<file path="src/include/gpio_port_defs.svh">
// register offsets, reset values and field positions for the muxed io port
`ifndef GPIO_PORT_DEFS_SVH
`define GPIO_PORT_DEFS_SVH

`define PORT_ADDR_W        16
`define PIN_DIRECTION_ADDR 16'hffb5
`define PIN_DATA_ADDR      16'hffb7
`define PIN_DIRECTION_RST  8'h00
`define PIN_DATA_RST       8'h00
`define DIRECTION_READ_VAL 8'hff
`define UNMAPPED_READ_VAL  8'h00
`define HOST_IRQ_LO_PIN    3
`define HOST_IRQ_HI_PIN    5
`define HOST_IRQ_PINS      3
`define TIMER0_CLK_PIN     0
`define TIMER0_CMP_PIN     1
`define TIMER0_RST_PIN     2
`define TIMER1_CLK_PIN     3
`define TIMER1_CMP_PIN     4
`define TIMER1_RST_PIN     5
`define PULSE0_PIN         6
`define PULSE1_PIN         7

`endif

</file>
<file path="src/include/gpio_port_pkg.sv">
// types shared by the muxed io port and its bench
package gpio_port_pkg;

	typedef struct packed {
		logic [15:0] addr;
		logic [7:0]  wdata;
		logic        wr;
		logic        rd;
	} reg_req_s;

	// per-pin claim by a supporting module: drive enable and value
	typedef struct packed {
		logic [7:0] oe;
		logic [7:0] val;
	} module_drive_s;

	typedef enum logic [1:0] {
		run_e     = 2'b00,
		sw_stby_e = 2'b01,
		hw_stby_e = 2'b11
	} power_mode_e;

endpackage

</file>
<file path="src/hw/muxed_io_port.sv">
// eight-bit general-purpose port shared with timers, pwm and host irq
`timescale 1ns/1ps
`include "gpio_port_defs.svh"

module muxed_io_port #(
	parameter int WIDTH = 8
) (
	input  wire logic                        ref_clk,        // 40 MHz clock
	input  wire logic                        reset,          // sync, high
	input  wire gpio_port_pkg::reg_req_s     bus_req,        // register req
	output logic [WIDTH-1:0]                 bus_rdata,      // read data
	input  wire gpio_port_pkg::power_mode_e  power_mode,     // standby state
	input  wire logic                        single_chip,    // mode 3 select
	input  wire logic                        host_iface_enable, // system_control_reg bit
	input  wire logic [1:0]                  pulse_width_out,   // pwm1..0
	input  wire logic [1:0]                  pulse_width_oe,    // pwm enables
	input  wire logic [1:0]                  timer_compare_out, // tmo1..0
	input  wire logic [1:0]                  timer_compare_oe,  // os bits !=0
	input  wire logic [2:0]                  host_irq_out,   // irq 11,1,12
	input  wire logic [WIDTH-1:0]            pin_in,         // pin levels
	output logic [WIDTH-1:0]                 pin_out,        // pin drive val
	output logic [WIDTH-1:0]                 pin_oe_n,       // low = driving
	output logic [1:0]                       timer_counter_reset_in, // timer_counter_reset_in
	output logic [1:0]                       timer_ext_clock_in,     // timer_ext_clock_in
	output logic                             slave_mode,     // host active
	output logic                             module_reset    // standby init
);

	// pin map of the port:
	//   pin 0  general io, timer 0 external clock input
	//   pin 1  general io, timer 0 compare output
	//   pin 2  general io, timer 0 counter reset input
	//   pin 3  general io or host irq, timer 1 external clock input
	//   pin 4  general io or host irq, timer 1 compare output
	//   pin 5  general io or host irq, timer 1 counter reset input
	//   pin 6  general io, pwm 0 output
	//   pin 7  general io, pwm 1 output
	// timer inputs are plain taps; only module outputs enter the drive
	// priority, so an input role never disturbs a general output

	localparam int IRQ_LO   = `HOST_IRQ_LO_PIN;
	localparam int IRQ_HI   = `HOST_IRQ_HI_PIN;
	localparam int IRQ_PINS = IRQ_HI - IRQ_LO + 1;
	localparam int ROLES    = 8;

	// every timer and pwm pin role, listed so that one loop can check them all
	localparam int ROLE_PIN [ROLES] = '{
		`TIMER0_CLK_PIN,
		`TIMER0_CMP_PIN,
		`TIMER0_RST_PIN,
		`TIMER1_CLK_PIN,
		`TIMER1_CMP_PIN,
		`TIMER1_RST_PIN,
		`PULSE0_PIN,
		`PULSE1_PIN
	};

	// the pin map is wired for eight pins; another width would leave
	// timer and host irq roles without a pin
	if (WIDTH != 8) begin : g_width_check
		$error("muxed_io_port supports only an eight-pin port");
	end

	if (IRQ_PINS != `HOST_IRQ_PINS) begin : g_irq_count_check
		$error("host irq pin range must match the irq output count");
	end

	if (IRQ_LO < 0 || IRQ_HI >= WIDTH) begin : g_irq_range_check
		$error("host irq pins lie outside the port");
	end

	// the register constants are written for the port width
	if ($bits(`PIN_DIRECTION_RST) != WIDTH) begin : g_dir_rst_check
		$error("direction reset value does not match the port width");
	end

	if ($bits(`PIN_DATA_RST) != WIDTH) begin : g_data_rst_check
		$error("data reset value does not match the port width");
	end

	if ($bits(`DIRECTION_READ_VAL) != WIDTH) begin : g_dir_read_check
		$error("direction read value does not match the port width");
	end

	if ($bits(bus_req.addr) != `PORT_ADDR_W) begin : g_addr_check
		$error("register address width does not match the decode");
	end

	// two roles on one pin would give the drive mux two owners
	for (genvar r = 0; r < ROLES; r++) begin : g_role_check
		if (ROLE_PIN[r] < 0 || ROLE_PIN[r] >= WIDTH) begin : g_range
			$error("pin role lies outside the port");
		end
		for (genvar s = r + 1; s < ROLES; s++) begin : g_pair
			if (ROLE_PIN[r] == ROLE_PIN[s]) begin : g_clash
				$error("two pin roles share one pin");
			end
		end
	end

	// register state and its next values
	logic [WIDTH-1:0] pin_direction_reg;
	logic [WIDTH-1:0] pin_data_reg;
	logic [WIDTH-1:0] next_pin_direction_reg;
	logic [WIDTH-1:0] next_pin_data_reg;
	logic [WIDTH-1:0] next_bus_rdata;

	// bus decode
	logic             dir_hit;
	logic             data_hit;
	logic             dir_write;
	logic             data_write;
	logic             dir_read;
	logic             data_read;

	// operating state
	logic             hw_stby;
	logic             sw_stby;

	// per-pin views built in the pin loop
	logic [WIDTH-1:0] read_view;
	logic [WIDTH-1:0] irq_sel;
	logic [WIDTH-1:0] irq_val;
	gpio_port_pkg::module_drive_s claim;
	gpio_port_pkg::module_drive_s pin_drive;

	assign hw_stby = (power_mode == gpio_port_pkg::hw_stby_e);
	assign sw_stby = (power_mode == gpio_port_pkg::sw_stby_e);

	// slave mode needs both the enable bit and single-chip operation
	assign slave_mode = host_iface_enable & single_chip;

	// supporting modules are held in init during any standby, so their
	// claims vanish and the registers take the pins back
	assign module_reset = sw_stby | hw_stby;

	// timer inputs always see the pin level, whatever the direction;
	// each timer decides itself whether it uses the tap
	assign timer_ext_clock_in[0]     = pin_in[`TIMER0_CLK_PIN];
	assign timer_ext_clock_in[1]     = pin_in[`TIMER1_CLK_PIN];
	assign timer_counter_reset_in[0] = pin_in[`TIMER0_RST_PIN];
	assign timer_counter_reset_in[1] = pin_in[`TIMER1_RST_PIN];

	// resulting pin function, per pin:
	//   claim  slave  dir   drives   value
	//   1      -      -     yes      module output
	//   0      1      1     yes      host irq, pins 3 to 5 only
	//   0      -      1     yes      data register bit
	//   0      -      0     no       input, level read back
	// the read mux ignores the claim and follows the direction bit alone,
	// so a claimed pin with direction 0 reads back the module's own level
	// pin outputs are combinational so a module claim reaches the pin in
	// the same cycle; the far side must not sample them mid-cycle
	genvar g;
	generate
		for (g = 0; g < WIDTH; g++) begin : g_pin
			logic own_oe;
			logic own_val;

			// which supporting module output, if any, may claim this pin
			always_comb begin
				own_oe  = 1'b0;
				own_val = 1'b0;
				case (g)
					`PULSE1_PIN: begin
						own_oe  = pulse_width_oe[1];
						own_val = pulse_width_out[1];
					end
					`PULSE0_PIN: begin
						own_oe  = pulse_width_oe[0];
						own_val = pulse_width_out[0];
					end
					`TIMER1_CMP_PIN: begin
						own_oe  = timer_compare_oe[1];
						own_val = timer_compare_out[1];
					end
					`TIMER0_CMP_PIN: begin
						own_oe  = timer_compare_oe[0];
						own_val = timer_compare_out[0];
					end
					default: begin
						own_oe  = 1'b0;
						own_val = 1'b0;
					end
				endcase
			end

			// a claim only counts while the modules are out of init
			assign claim.oe[g]  = own_oe & ~module_reset;
			assign claim.val[g] = own_val;

			// host irq takes the general output only where direction is 1
			if (g >= IRQ_LO && g <= IRQ_HI) begin : g_irq
				assign irq_sel[g] = slave_mode & pin_direction_reg[g];
				assign irq_val[g] = host_irq_out[g - IRQ_LO];
			end else begin : g_gpio
				assign irq_sel[g] = 1'b0;
				assign irq_val[g] = 1'b0;
			end

			// drive priority: module claim, then host irq, then registers
			assign pin_drive.oe[g] = claim.oe[g] | pin_direction_reg[g];
			assign pin_drive.val[g] = claim.oe[g] ? claim.val[g]
				: irq_sel[g] ? irq_val[g]
				: pin_data_reg[g];

			// outputs read the stored bit, inputs the live level; claimed
			// pins follow their direction bit like any other pin
			assign read_view[g] = pin_direction_reg[g]
				? pin_data_reg[g]
				: pin_in[g];
		end
	endgenerate

	assign pin_out  = pin_drive.val;
	assign pin_oe_n = ~pin_drive.oe;

	// address decode; anything else reads as zero and writes nowhere
	assign dir_hit    = (bus_req.addr == `PIN_DIRECTION_ADDR);
	assign data_hit   = (bus_req.addr == `PIN_DATA_ADDR);
	assign dir_write  = bus_req.wr & dir_hit;
	assign data_write = bus_req.wr & data_hit;
	assign dir_read   = bus_req.rd & dir_hit;
	assign data_read  = bus_req.rd & data_hit;

	// standby handling in short:
	//   reset and hardware standby clear both registers
	//   software standby keeps both registers and only drops the claims
	//   leaving hardware standby finds every unclaimed pin an input again
	// a write during hardware standby is lost on purpose, since the
	// registers must come out of standby cleared

	// direction register
	always_comb begin
		next_pin_direction_reg = pin_direction_reg;
		if (dir_write)
			next_pin_direction_reg = bus_req.wdata;
		if (hw_stby)
			next_pin_direction_reg = `PIN_DIRECTION_RST;
	end

	always_ff @(posedge ref_clk) begin
		if (reset)
			pin_direction_reg <= `PIN_DIRECTION_RST;
		else
			pin_direction_reg <= next_pin_direction_reg;
	end

	// data register: same life as the direction register
	always_comb begin
		next_pin_data_reg = pin_data_reg;
		if (data_write)
			next_pin_data_reg = bus_req.wdata;
		if (hw_stby)
			next_pin_data_reg = `PIN_DATA_RST;
	end

	always_ff @(posedge ref_clk) begin
		if (reset)
			pin_data_reg <= `PIN_DATA_RST;
		else
			pin_data_reg <= next_pin_data_reg;
	end

	// the direction bits never read back, so software that changes one
	// pin at a time has to keep its own copy of the direction byte
	always_comb begin
		next_bus_rdata = `UNMAPPED_READ_VAL;
		if (dir_read)
			next_bus_rdata = `DIRECTION_READ_VAL;
		else if (data_read)
			next_bus_rdata = read_view;
	end

	// read data stand for one cycle only, then fall back to zero; a read
	// in the same cycle as a write to the data register returns the old
	// value, since the view is taken from the registers before the edge
	always_ff @(posedge ref_clk) begin
		if (reset)
			bus_rdata <= `UNMAPPED_READ_VAL;
		else
			bus_rdata <= next_bus_rdata;
	end

endmodule // muxed_io_port

</file>
<file path="config.mk">
export PLATFORM = sky130hd
export DESIGN_NAME = muxed_io_port
export DESIGN_NICKNAME = d
export VERILOG_FILES = /design/src/include/gpio_port_pkg.sv /design/src/hw/muxed_io_port.sv
export VERILOG_INCLUDE_DIRS = /design/src /design/src/include
export SDC_FILE = /design/constraint.sdc
export NUM_CORES = 1
export LEC_CHECK = 0
export BUFFER_PORTS_ARGS = -buffer_cell sky130_fd_sc_hd__buf_4
export CORE_ASPECT_RATIO = 0.8
export CORE_MARGIN = 2
export CORE_UTILIZATION = 35
export DETAILED_ROUTE_END_ITERATION = 10
export GPL_ROUTABILITY_DRIVEN = 0
export GPL_TIMING_DRIVEN = 0
export PLACE_DENSITY = 0.78
export SLEW_MARGIN = 20
export SYNTH_ARGS = -nofsm -noshare
export SYNTH_HDL_FRONTEND = slang
export SYNTH_SLANG_ARGS = --single-unit
</file>
<file path="constraint.sdc">
create_clock -name ref_clk -period 1.75 [get_ports ref_clk]
set_input_delay 0.175 -clock ref_clk [delete_from_list [all_inputs] [get_ports ref_clk]]
set_output_delay 0.175 -clock ref_clk [all_outputs]
set_load 0.03 [all_outputs]
</file>
==> results of run 1 <==
through the flow:
step,hold WS [ns],util (%)
after floorplan,0.3269,-
after global placement,0.4517,58.10
after detailed placement,0.4558,58.10
after CTS,0.1690,59.40
after global routing,0.1770,59.40
final,0.1729,59.40
power by group:
group | total [W] | switching [W] | leakage, nW | internal, W
combinational | 0.000209 | 0.0000962 | 0.599 | 0.000113
clock | 0.000317 | 0.000163 | 0.0216 | 0.000154
sequential | 0.000545 | 0.00000000216 | 0.193 | 0.000545
logic make-up (layout without fill, tap and decap cells):
logic type | Yosys count | count (layout) | synth area share, %
AOI/OAI and AO/OA | 42 | 42 | 18.01
and+or+nand+nor | 40 | 40 | 20.44
DFF | 24 | 24 | 40.68
buffers and inverters | 18 | 101 | 8.474
muxes | 14 | 14 | 12.39
metal layers:
metal  routed length, um  track usage, %
met1                1373           23.97
met2                1580           28.98
met3                 321           6.478
met4                  19           2.521
met5                   0               0
critical path: cells and delay by family:
kind	cells	cell delay [ns]
buffers and inverters	1	0.10
AND/OR/NAND/NOR	3	1.07
AO/OA/AOI/OAI	1	0.24
Yosys cell counts:
cell / number / share of area, %
nor2b_1: 5 / 2.6
nand4_2: 1 / 1.1
o21ai_1: 10 / 4.2
o21ai_0: 7 / 3.0
nand2_1: 5 / 1.6
a21o_1: 1 / 0.64
nand3_1: 16 / 6.8
nand3b_1: 2 / 1.3
clkbuf_1: 5 / 1.6
buf_4: 6 / 3.8
buf_2: 2 / 0.85
a21oi_1: 24 / 10
mux2i_1: 9 / 7.6
buf_6: 1 / 0.95
nand2b_1: 1 / 0.53
nand4_1: 1 / 0.53
mux2_2: 5 / 4.8
dfxtp_1: 24 / 41
inv_1: 4 / 1.3
nand4b_2: 1 / 1.3
nor2_1: 4 / 1.3
nor4_4: 1 / 1.8
or4_1: 1 / 0.64
and2_1: 2 / 1.1
final cells by class:
| type | instances | area, um^2 | area share [%] |
|---|---|---|---|
| Multi-Input combinational cell | 96 | 600.6 | 32.06 |
| Timing Repair Buffer | 80 | 600.6 | 32.06 |
| Sequential cell | 24 | 480.5 | 25.65 |
| Buffer | 14 | 85.08 | 4.542 |
| Tap cell | 40 | 50.05 | 2.672 |
| Clock buffer | 3 | 41.29 | 2.204 |
| Inverter | 4 | 15.01 | 0.8016 |
path summary, 6_finish.rpt:
| path | cells after the start | endpoint | start | slack [ns] |
|---|---|---|---|---|
| worst min-delay path | 3 | pin_data_reg[7]$_SDFFE_PP0P_ | bus_req[9] | 0.17 |
| worst max register to register | 2 | bus_rdata[5]$_SDFF_PP0_ | pin_direction_reg[5]$_SDFFE_PP0P_ | 0.95 |
| worst min register to register | 2 | pin_data_reg[5]$_SDFFE_PP0P_ | pin_data_reg[5]$_SDFFE_PP0P_ | 0.50 |
| worst max-delay path | 5 | bus_rdata[5]$_SDFF_PP0_ | bus_req[16] | 0.34 |
==> impl_table.tex, run 1 <==
\begin{tabular}{lr}
\hline
Metric & Value \\
\hline
\multicolumn{2}{l}{\textbf{Detailed routing}} \\
Detailed-routing iteration count for the pre-antenna-repair pass & 4 \\
DRC marker count from the first detailed-route iteration & 67 \\
Total DRC errors in the routed layout & 0 \\
Routed Wire Length & 3294 um \\
Vias post-DR & $\sim$1300 \\
Detail-routed net length per standard cell & 12.62 um \\
Final antenna-violating net count & 0 \\
Mean number of vias per cell & just under 5 \\
\multicolumn{2}{l}{\textbf{Critical path}} \\
Critical-path cell with the highest stage delay & nor4\_4 \\
Cells along the critical path & buf\_4 > nand4b\_2 > nor4\_4 > nand3b\_1 > a21oi\_1 \\
Critical path endpoint category & flop \\
Startpoint kind of the worst setup timing path & input port \\
Peak fanout along the critical path & 8 \\
Longest individual stage delay on the worst path & 0.44 ns \\
Required time at the worst-slack endpoint & 1.94 ns \\
Data arrival at the endpoint of the critical path & roughly 1.6 ns \\
Worst Path Class, Setup & input port to flop \\
\multicolumn{2}{l}{\textbf{Clocking}} \\
\# hold bufs at CTS & 0 \\
Clk root buf & clkbuf\_8 \\
Post-CTS setup buffer count & 0 \\
Clock sinks & 24 \\
Num CTS Buffers & 3 \\
PostCTS Resize Cnt & 0 \\
TritonCTS clock tree & done \\
Clk Latency, worst-skew pair & about 0.26 ns \\
Clock transition time at the flip-flop clock pins of the worst setup and hold paths & 0.08 ns \\
Maximum buffer depth of the clock tree & 2 \\
Number of levels the H-tree was split into & 1 \\
\multicolumn{2}{l}{\textbf{Final layout}} \\
Count of inserted antenna diode cells & 0 \\
Most common cell after layout, fill and taps aside & buf\_4 \\
Layout Cells excl Fill & around 260 \\
Net count reported at finish & 274 \\
Filler cell count in the final layout & 306 \\
Most frequent cells in the layout & buf\_4, a21oi\_1, dfxtp\_1, nand3\_1, o21ai\_1 \\
Share of cells above drive strength 1 & 45.25\% \\
Area growth syn-to-layout & 58.58\% \\
Fin area & 1873 um\^{}2 \\
\multicolumn{2}{l}{\textbf{Floorplan}} \\
Placeable core region & 3153 um\^{}2 \\
Effective utilization at floorplan & a little under two fifths \\
Number of placement rows & 18 \\
I/O pin cnt & 81 \\
Vertical die dimension & 55.96 um \\
DIE AREA & 3858 um\^{}2 \\
Die X-Extent & 68.95 um \\
\multicolumn{2}{l}{\textbf{Global routing}} \\
Maximum number of pins on one net before global-route repair & 13 \\
Congestion Overflow GR & 0 \\
First-pass GRT wire length & 5375 um \\
Number of antenna violations at the first check in global routing & 0 \\
Via count of the first global-routing pass & between 1000 and 1500 \\
All-Layer GR Usage & approximately 18\% \\
\multicolumn{2}{l}{\textbf{STA}} \\
Final critical-path setup slack & 0.3442 ns \\
\# setup viols final & 0 \\
Worst-margin pin slew & slightly above 0.5 ns \\
Number of pins exceeding their max-slew limit in the final report & 0 \\
Clock period minus final worst setup slack & 1.406 ns \\
Post-route fraction of the period consumed by the critical path & 80.33\% \\
Layout Skew & 0.001002 ns \\
Post-Route Setup TNS & 0 ns \\
RSZ-0062 raised after global routing & false \\
Slew Limit Headroom & 66.19\% \\
Fmax & 0.7113 GHz \\
Final Hold Violating Endpoints & 0 \\
\multicolumn{2}{l}{\textbf{Synthesis}} \\
Syn\_nets & about 190 \\
Synth Area per Inst & 8.559 um\^{}2 \\
Count of unique library cells instantiated by Yosys & 24 \\
Yosys synthesis warning count & 0 \\
Register bit count reported by yosys & 24 \\
Portion of the post-synthesis area used by sequential elements & about two fifths \\
Synthesized area & approximately 1200 um\^{}2 \\
Synthesized netlist cell count & 138 \\
\multicolumn{2}{l}{\textbf{Pwr}} \\
Total leakage power & 0.8141 nW \\
Worst voltage drop across the vdd grid & 0.3897 mV \\
Overall Power & 0.001072 W \\
PwrDens & 572.4 nW/um\^{}2 \\
\multicolumn{2}{l}{\textbf{Place}} \\
Area post-placement & 1832 um\^{}2 \\
Pre-CTS setup slack & 0.03503 ns \\
Cell count after placement & 258 \\
DP HPWL & 2551 um \\
Buffers on Ports & 80 \\
\multicolumn{2}{l}{\textbf{Status}} \\
Outcome & finished clean \\
\multicolumn{2}{l}{\textbf{Job}} \\
\# Max-Cap Violations & 0 \\
\multicolumn{2}{l}{\textbf{Min path}} \\
Worst hold path class & input port to flop \\
\hline
\end{tabular}
Note: power is estimated with default switching activity, not from simulation.
==> inputs of run 2 (changes only) <==
==> constraint.sdc (replaced) <==
create_clock -name ref_clk -period 1.3 [get_ports ref_clk]
set_input_delay 0.13 -clock ref_clk [delete_from_list [all_inputs] [get_ports ref_clk]]
set_output_delay 0.13 -clock ref_clk [all_outputs]
set_load 0.03 [all_outputs]
==> impl_table.tex, run 2 (synthesized netlist as in run 1, its figures left out) <==
\begin{tabular}{lr}
\hline
Metric & Value \\
\hline
\multicolumn{2}{l}{\textbf{STA}} \\
Final Hold Violating Endpoints & 0 \\
Worst-margin pin slew & about 0.5 ns \\
Layout Skew & 0.001349 ns \\
Post-route fraction of the period consumed by the critical path & 99.31\% \\
\# setup viols final & 0 \\
Post-Route Setup TNS & 0 ns \\
Fmax & 0.7746 GHz \\
Number of pins exceeding their max-slew limit in the final report & 0 \\
Slew Limit Headroom & 67.62\% \\
WHS & 0.1304 ns \\
RSZ-0062 raised after global routing & true \\
Clock period minus final worst setup slack & 1.291 ns \\
\multicolumn{2}{l}{\textbf{Critical path}} \\
Peak fanout along the critical path & 8 \\
Worst Path Class, Setup & input port to flop \\
Startpoint kind of the worst setup timing path & input port \\
Critical path endpoint category & flop \\
Required time at the worst-slack endpoint & 1.44 ns \\
Data arrival at the endpoint of the critical path & 1.43 ns \\
\multicolumn{2}{l}{\textbf{Clocking}} \\
TritonCTS clock tree & done \\
\# hold bufs at CTS & 0 \\
Maximum buffer depth of the clock tree & 2 \\
Clock sinks & 24 \\
Number of levels the H-tree was split into & 1 \\
Clock transition time at the flip-flop clock pins of the worst setup and hold paths & about 0.08 ns \\
Num CTS Buffers & 3 \\
Clk root buf & clkbuf\_8 \\
Clk Latency, worst-skew pair & 0.26 ns \\
\multicolumn{2}{l}{\textbf{Floorplan}} \\
Vertical die dimension & 55.96 um \\
DIE AREA & 3858 um\^{}2 \\
Effective utilization at floorplan & roughly 37\% \\
Number of placement rows & 18 \\
Die X-Extent & $\sim$69 um \\
I/O pin cnt & 81 \\
Placeable core region & 3153 um\^{}2 \\
\multicolumn{2}{l}{\textbf{Place}} \\
Area post-placement & 1847 um\^{}2 \\
Cell count after placement & 258 \\
DP HPWL & 2591 um \\
Buffers on Ports & 80 \\
\multicolumn{2}{l}{\textbf{Final layout}} \\
Most frequent cells in the layout & buf\_4, a21oi\_1, dfxtp\_1, nand3\_1, mux2i\_1 \\
Share of cells above drive strength 1 & 53.28\% \\
Count of inserted antenna diode cells & 0 \\
Area growth syn-to-layout & 74.68\% \\
Filler cell count in the final layout & 287 \\
Net count reported at finish & between 200 and 300 \\
Fin area & 2063 um\^{}2 \\
Layout Cells excl Fill & $\sim$270 \\
Most common cell after layout, fill and taps aside & buf\_4 \\
\multicolumn{2}{l}{\textbf{Pwr}} \\
PwrDens & 809.1 nW/um\^{}2 \\
Total leakage power & 0.8984 nW \\
Worst voltage drop across the vdd grid & 0.6875 mV \\
Overall Power & 0.001669 W \\
\multicolumn{2}{l}{\textbf{Global routing}} \\
Met3 Resource Use GR & between 5 and 6\% \\
Global-route layer with the greatest usage & met2 \\
Met1 global-route usage & 24.03\% \\
GRT met2 Usage & between 20\% and 30\% \\
Congestion Overflow GR & 0 \\
Number of antenna violations at the first check in global routing & 0 \\
First-pass GRT wire length & 5319 um \\
Via count of the first global-routing pass & 1215 \\
All-Layer GR Usage & 17.88\% \\
Maximum number of pins on one net before global-route repair & 15 \\
\multicolumn{2}{l}{\textbf{Detailed routing}} \\
DRC marker count from the first detailed-route iteration & 43 \\
Mean number of vias per cell & 4.974 \\
Vias post-DR & 1338 \\
Routed Wire Length & 3649 um \\
Final antenna-violating net count & 0 \\
Detailed-routing iteration count for the pre-antenna-repair pass & 4 \\
Detail-routed net length per standard cell & 13.57 um \\
Total DRC errors in the routed layout & 0 \\
\multicolumn{2}{l}{\textbf{Job}} \\
\# Max-Cap Violations & 0 \\
\multicolumn{2}{l}{\textbf{Min path}} \\
Worst hold path class & input port to flop \\
\multicolumn{2}{l}{\textbf{Status}} \\
Outcome & finished clean \\
\hline
\end{tabular}
==> run 2: report_power, final <==
group	internal (W)	leakage (nW)	total (W)	switching, W
Combinational	0.000156	0.667	0.000295	0.000140
Sequential	0.000730	0.195	0.000730	0.00000000314
Clock	0.000411	0.0357	0.000644	0.000233
Total	0.00130	0.898	0.00167	0.000372
==> run 2: layout make-up <==
type                    count  area, um^2  area share, %
repair buffers             88       685.7          33.23
clock buffers               3       41.29          2.001
inverters                   4       15.01         0.7277
plain buffers              13       86.33          4.184
flip-flops and latches     24       489.2          23.71
well taps                  40       50.05          2.426
clock inverters             1       30.03          1.455
multi-input cells          96       665.6          32.26
==> run 2: stage by stage <==
stage               util (%)  setup WS [ns]
floorplan                  -       -0.08149
global placement       58.57        -0.2675
detailed placement     58.57        -0.2623
CTS                    61.07       0.002659
global route           65.44       -0.04056
finish                 65.44       0.008981
==> run 2: metal layers <==
| metal | routed length, um | vias to the layer above |
|---|---|---|
| met3 | 324 | 2 |
| met1 | 1517 | 610 |
| met5 | 0 | - |
| met2 | 1798 | 57 |
| li1 | - | 669 |
| met4 | 9 | 0 |
==> run 2: timing repair <==
item / CTS / global route
setup endpoints to repair: 3 / 21
setup buffers: 0 / 7
pin swaps: 0 / 8
gates cloned: 0 / 1
resized for setup: 4 / 19
==> run 2: path summary, 6_finish.rpt <==
| kind | start | end | slack (ns) | cells after the start |
|---|---|---|---|---|
| max reg2reg | pin_direction_reg[3]$_SDFFE_PP0P_ | bus_rdata[3]$_SDFF_PP0_ | 0.45 | 3 |
| min | bus_req[9] | pin_data_reg[7]$_SDFFE_PP0P_ | 0.13 | 3 |
| min reg2reg | pin_data_reg[1]$_SDFFE_PP0P_ | pin_data_reg[1]$_SDFFE_PP0P_ | 0.49 | 2 |
| max | bus_req[16] | pin_data_reg[2]$_SDFFE_PP0P_ | 0.009 | 6 |
==> run 2: critical path, stage by stage <==
cell       delay (ns)
buf_4            0.11
nand4b_4         0.15
or4_4            0.60
clkbuf_16        0.19
o21ai_1          0.15
a21oi_1          0.09
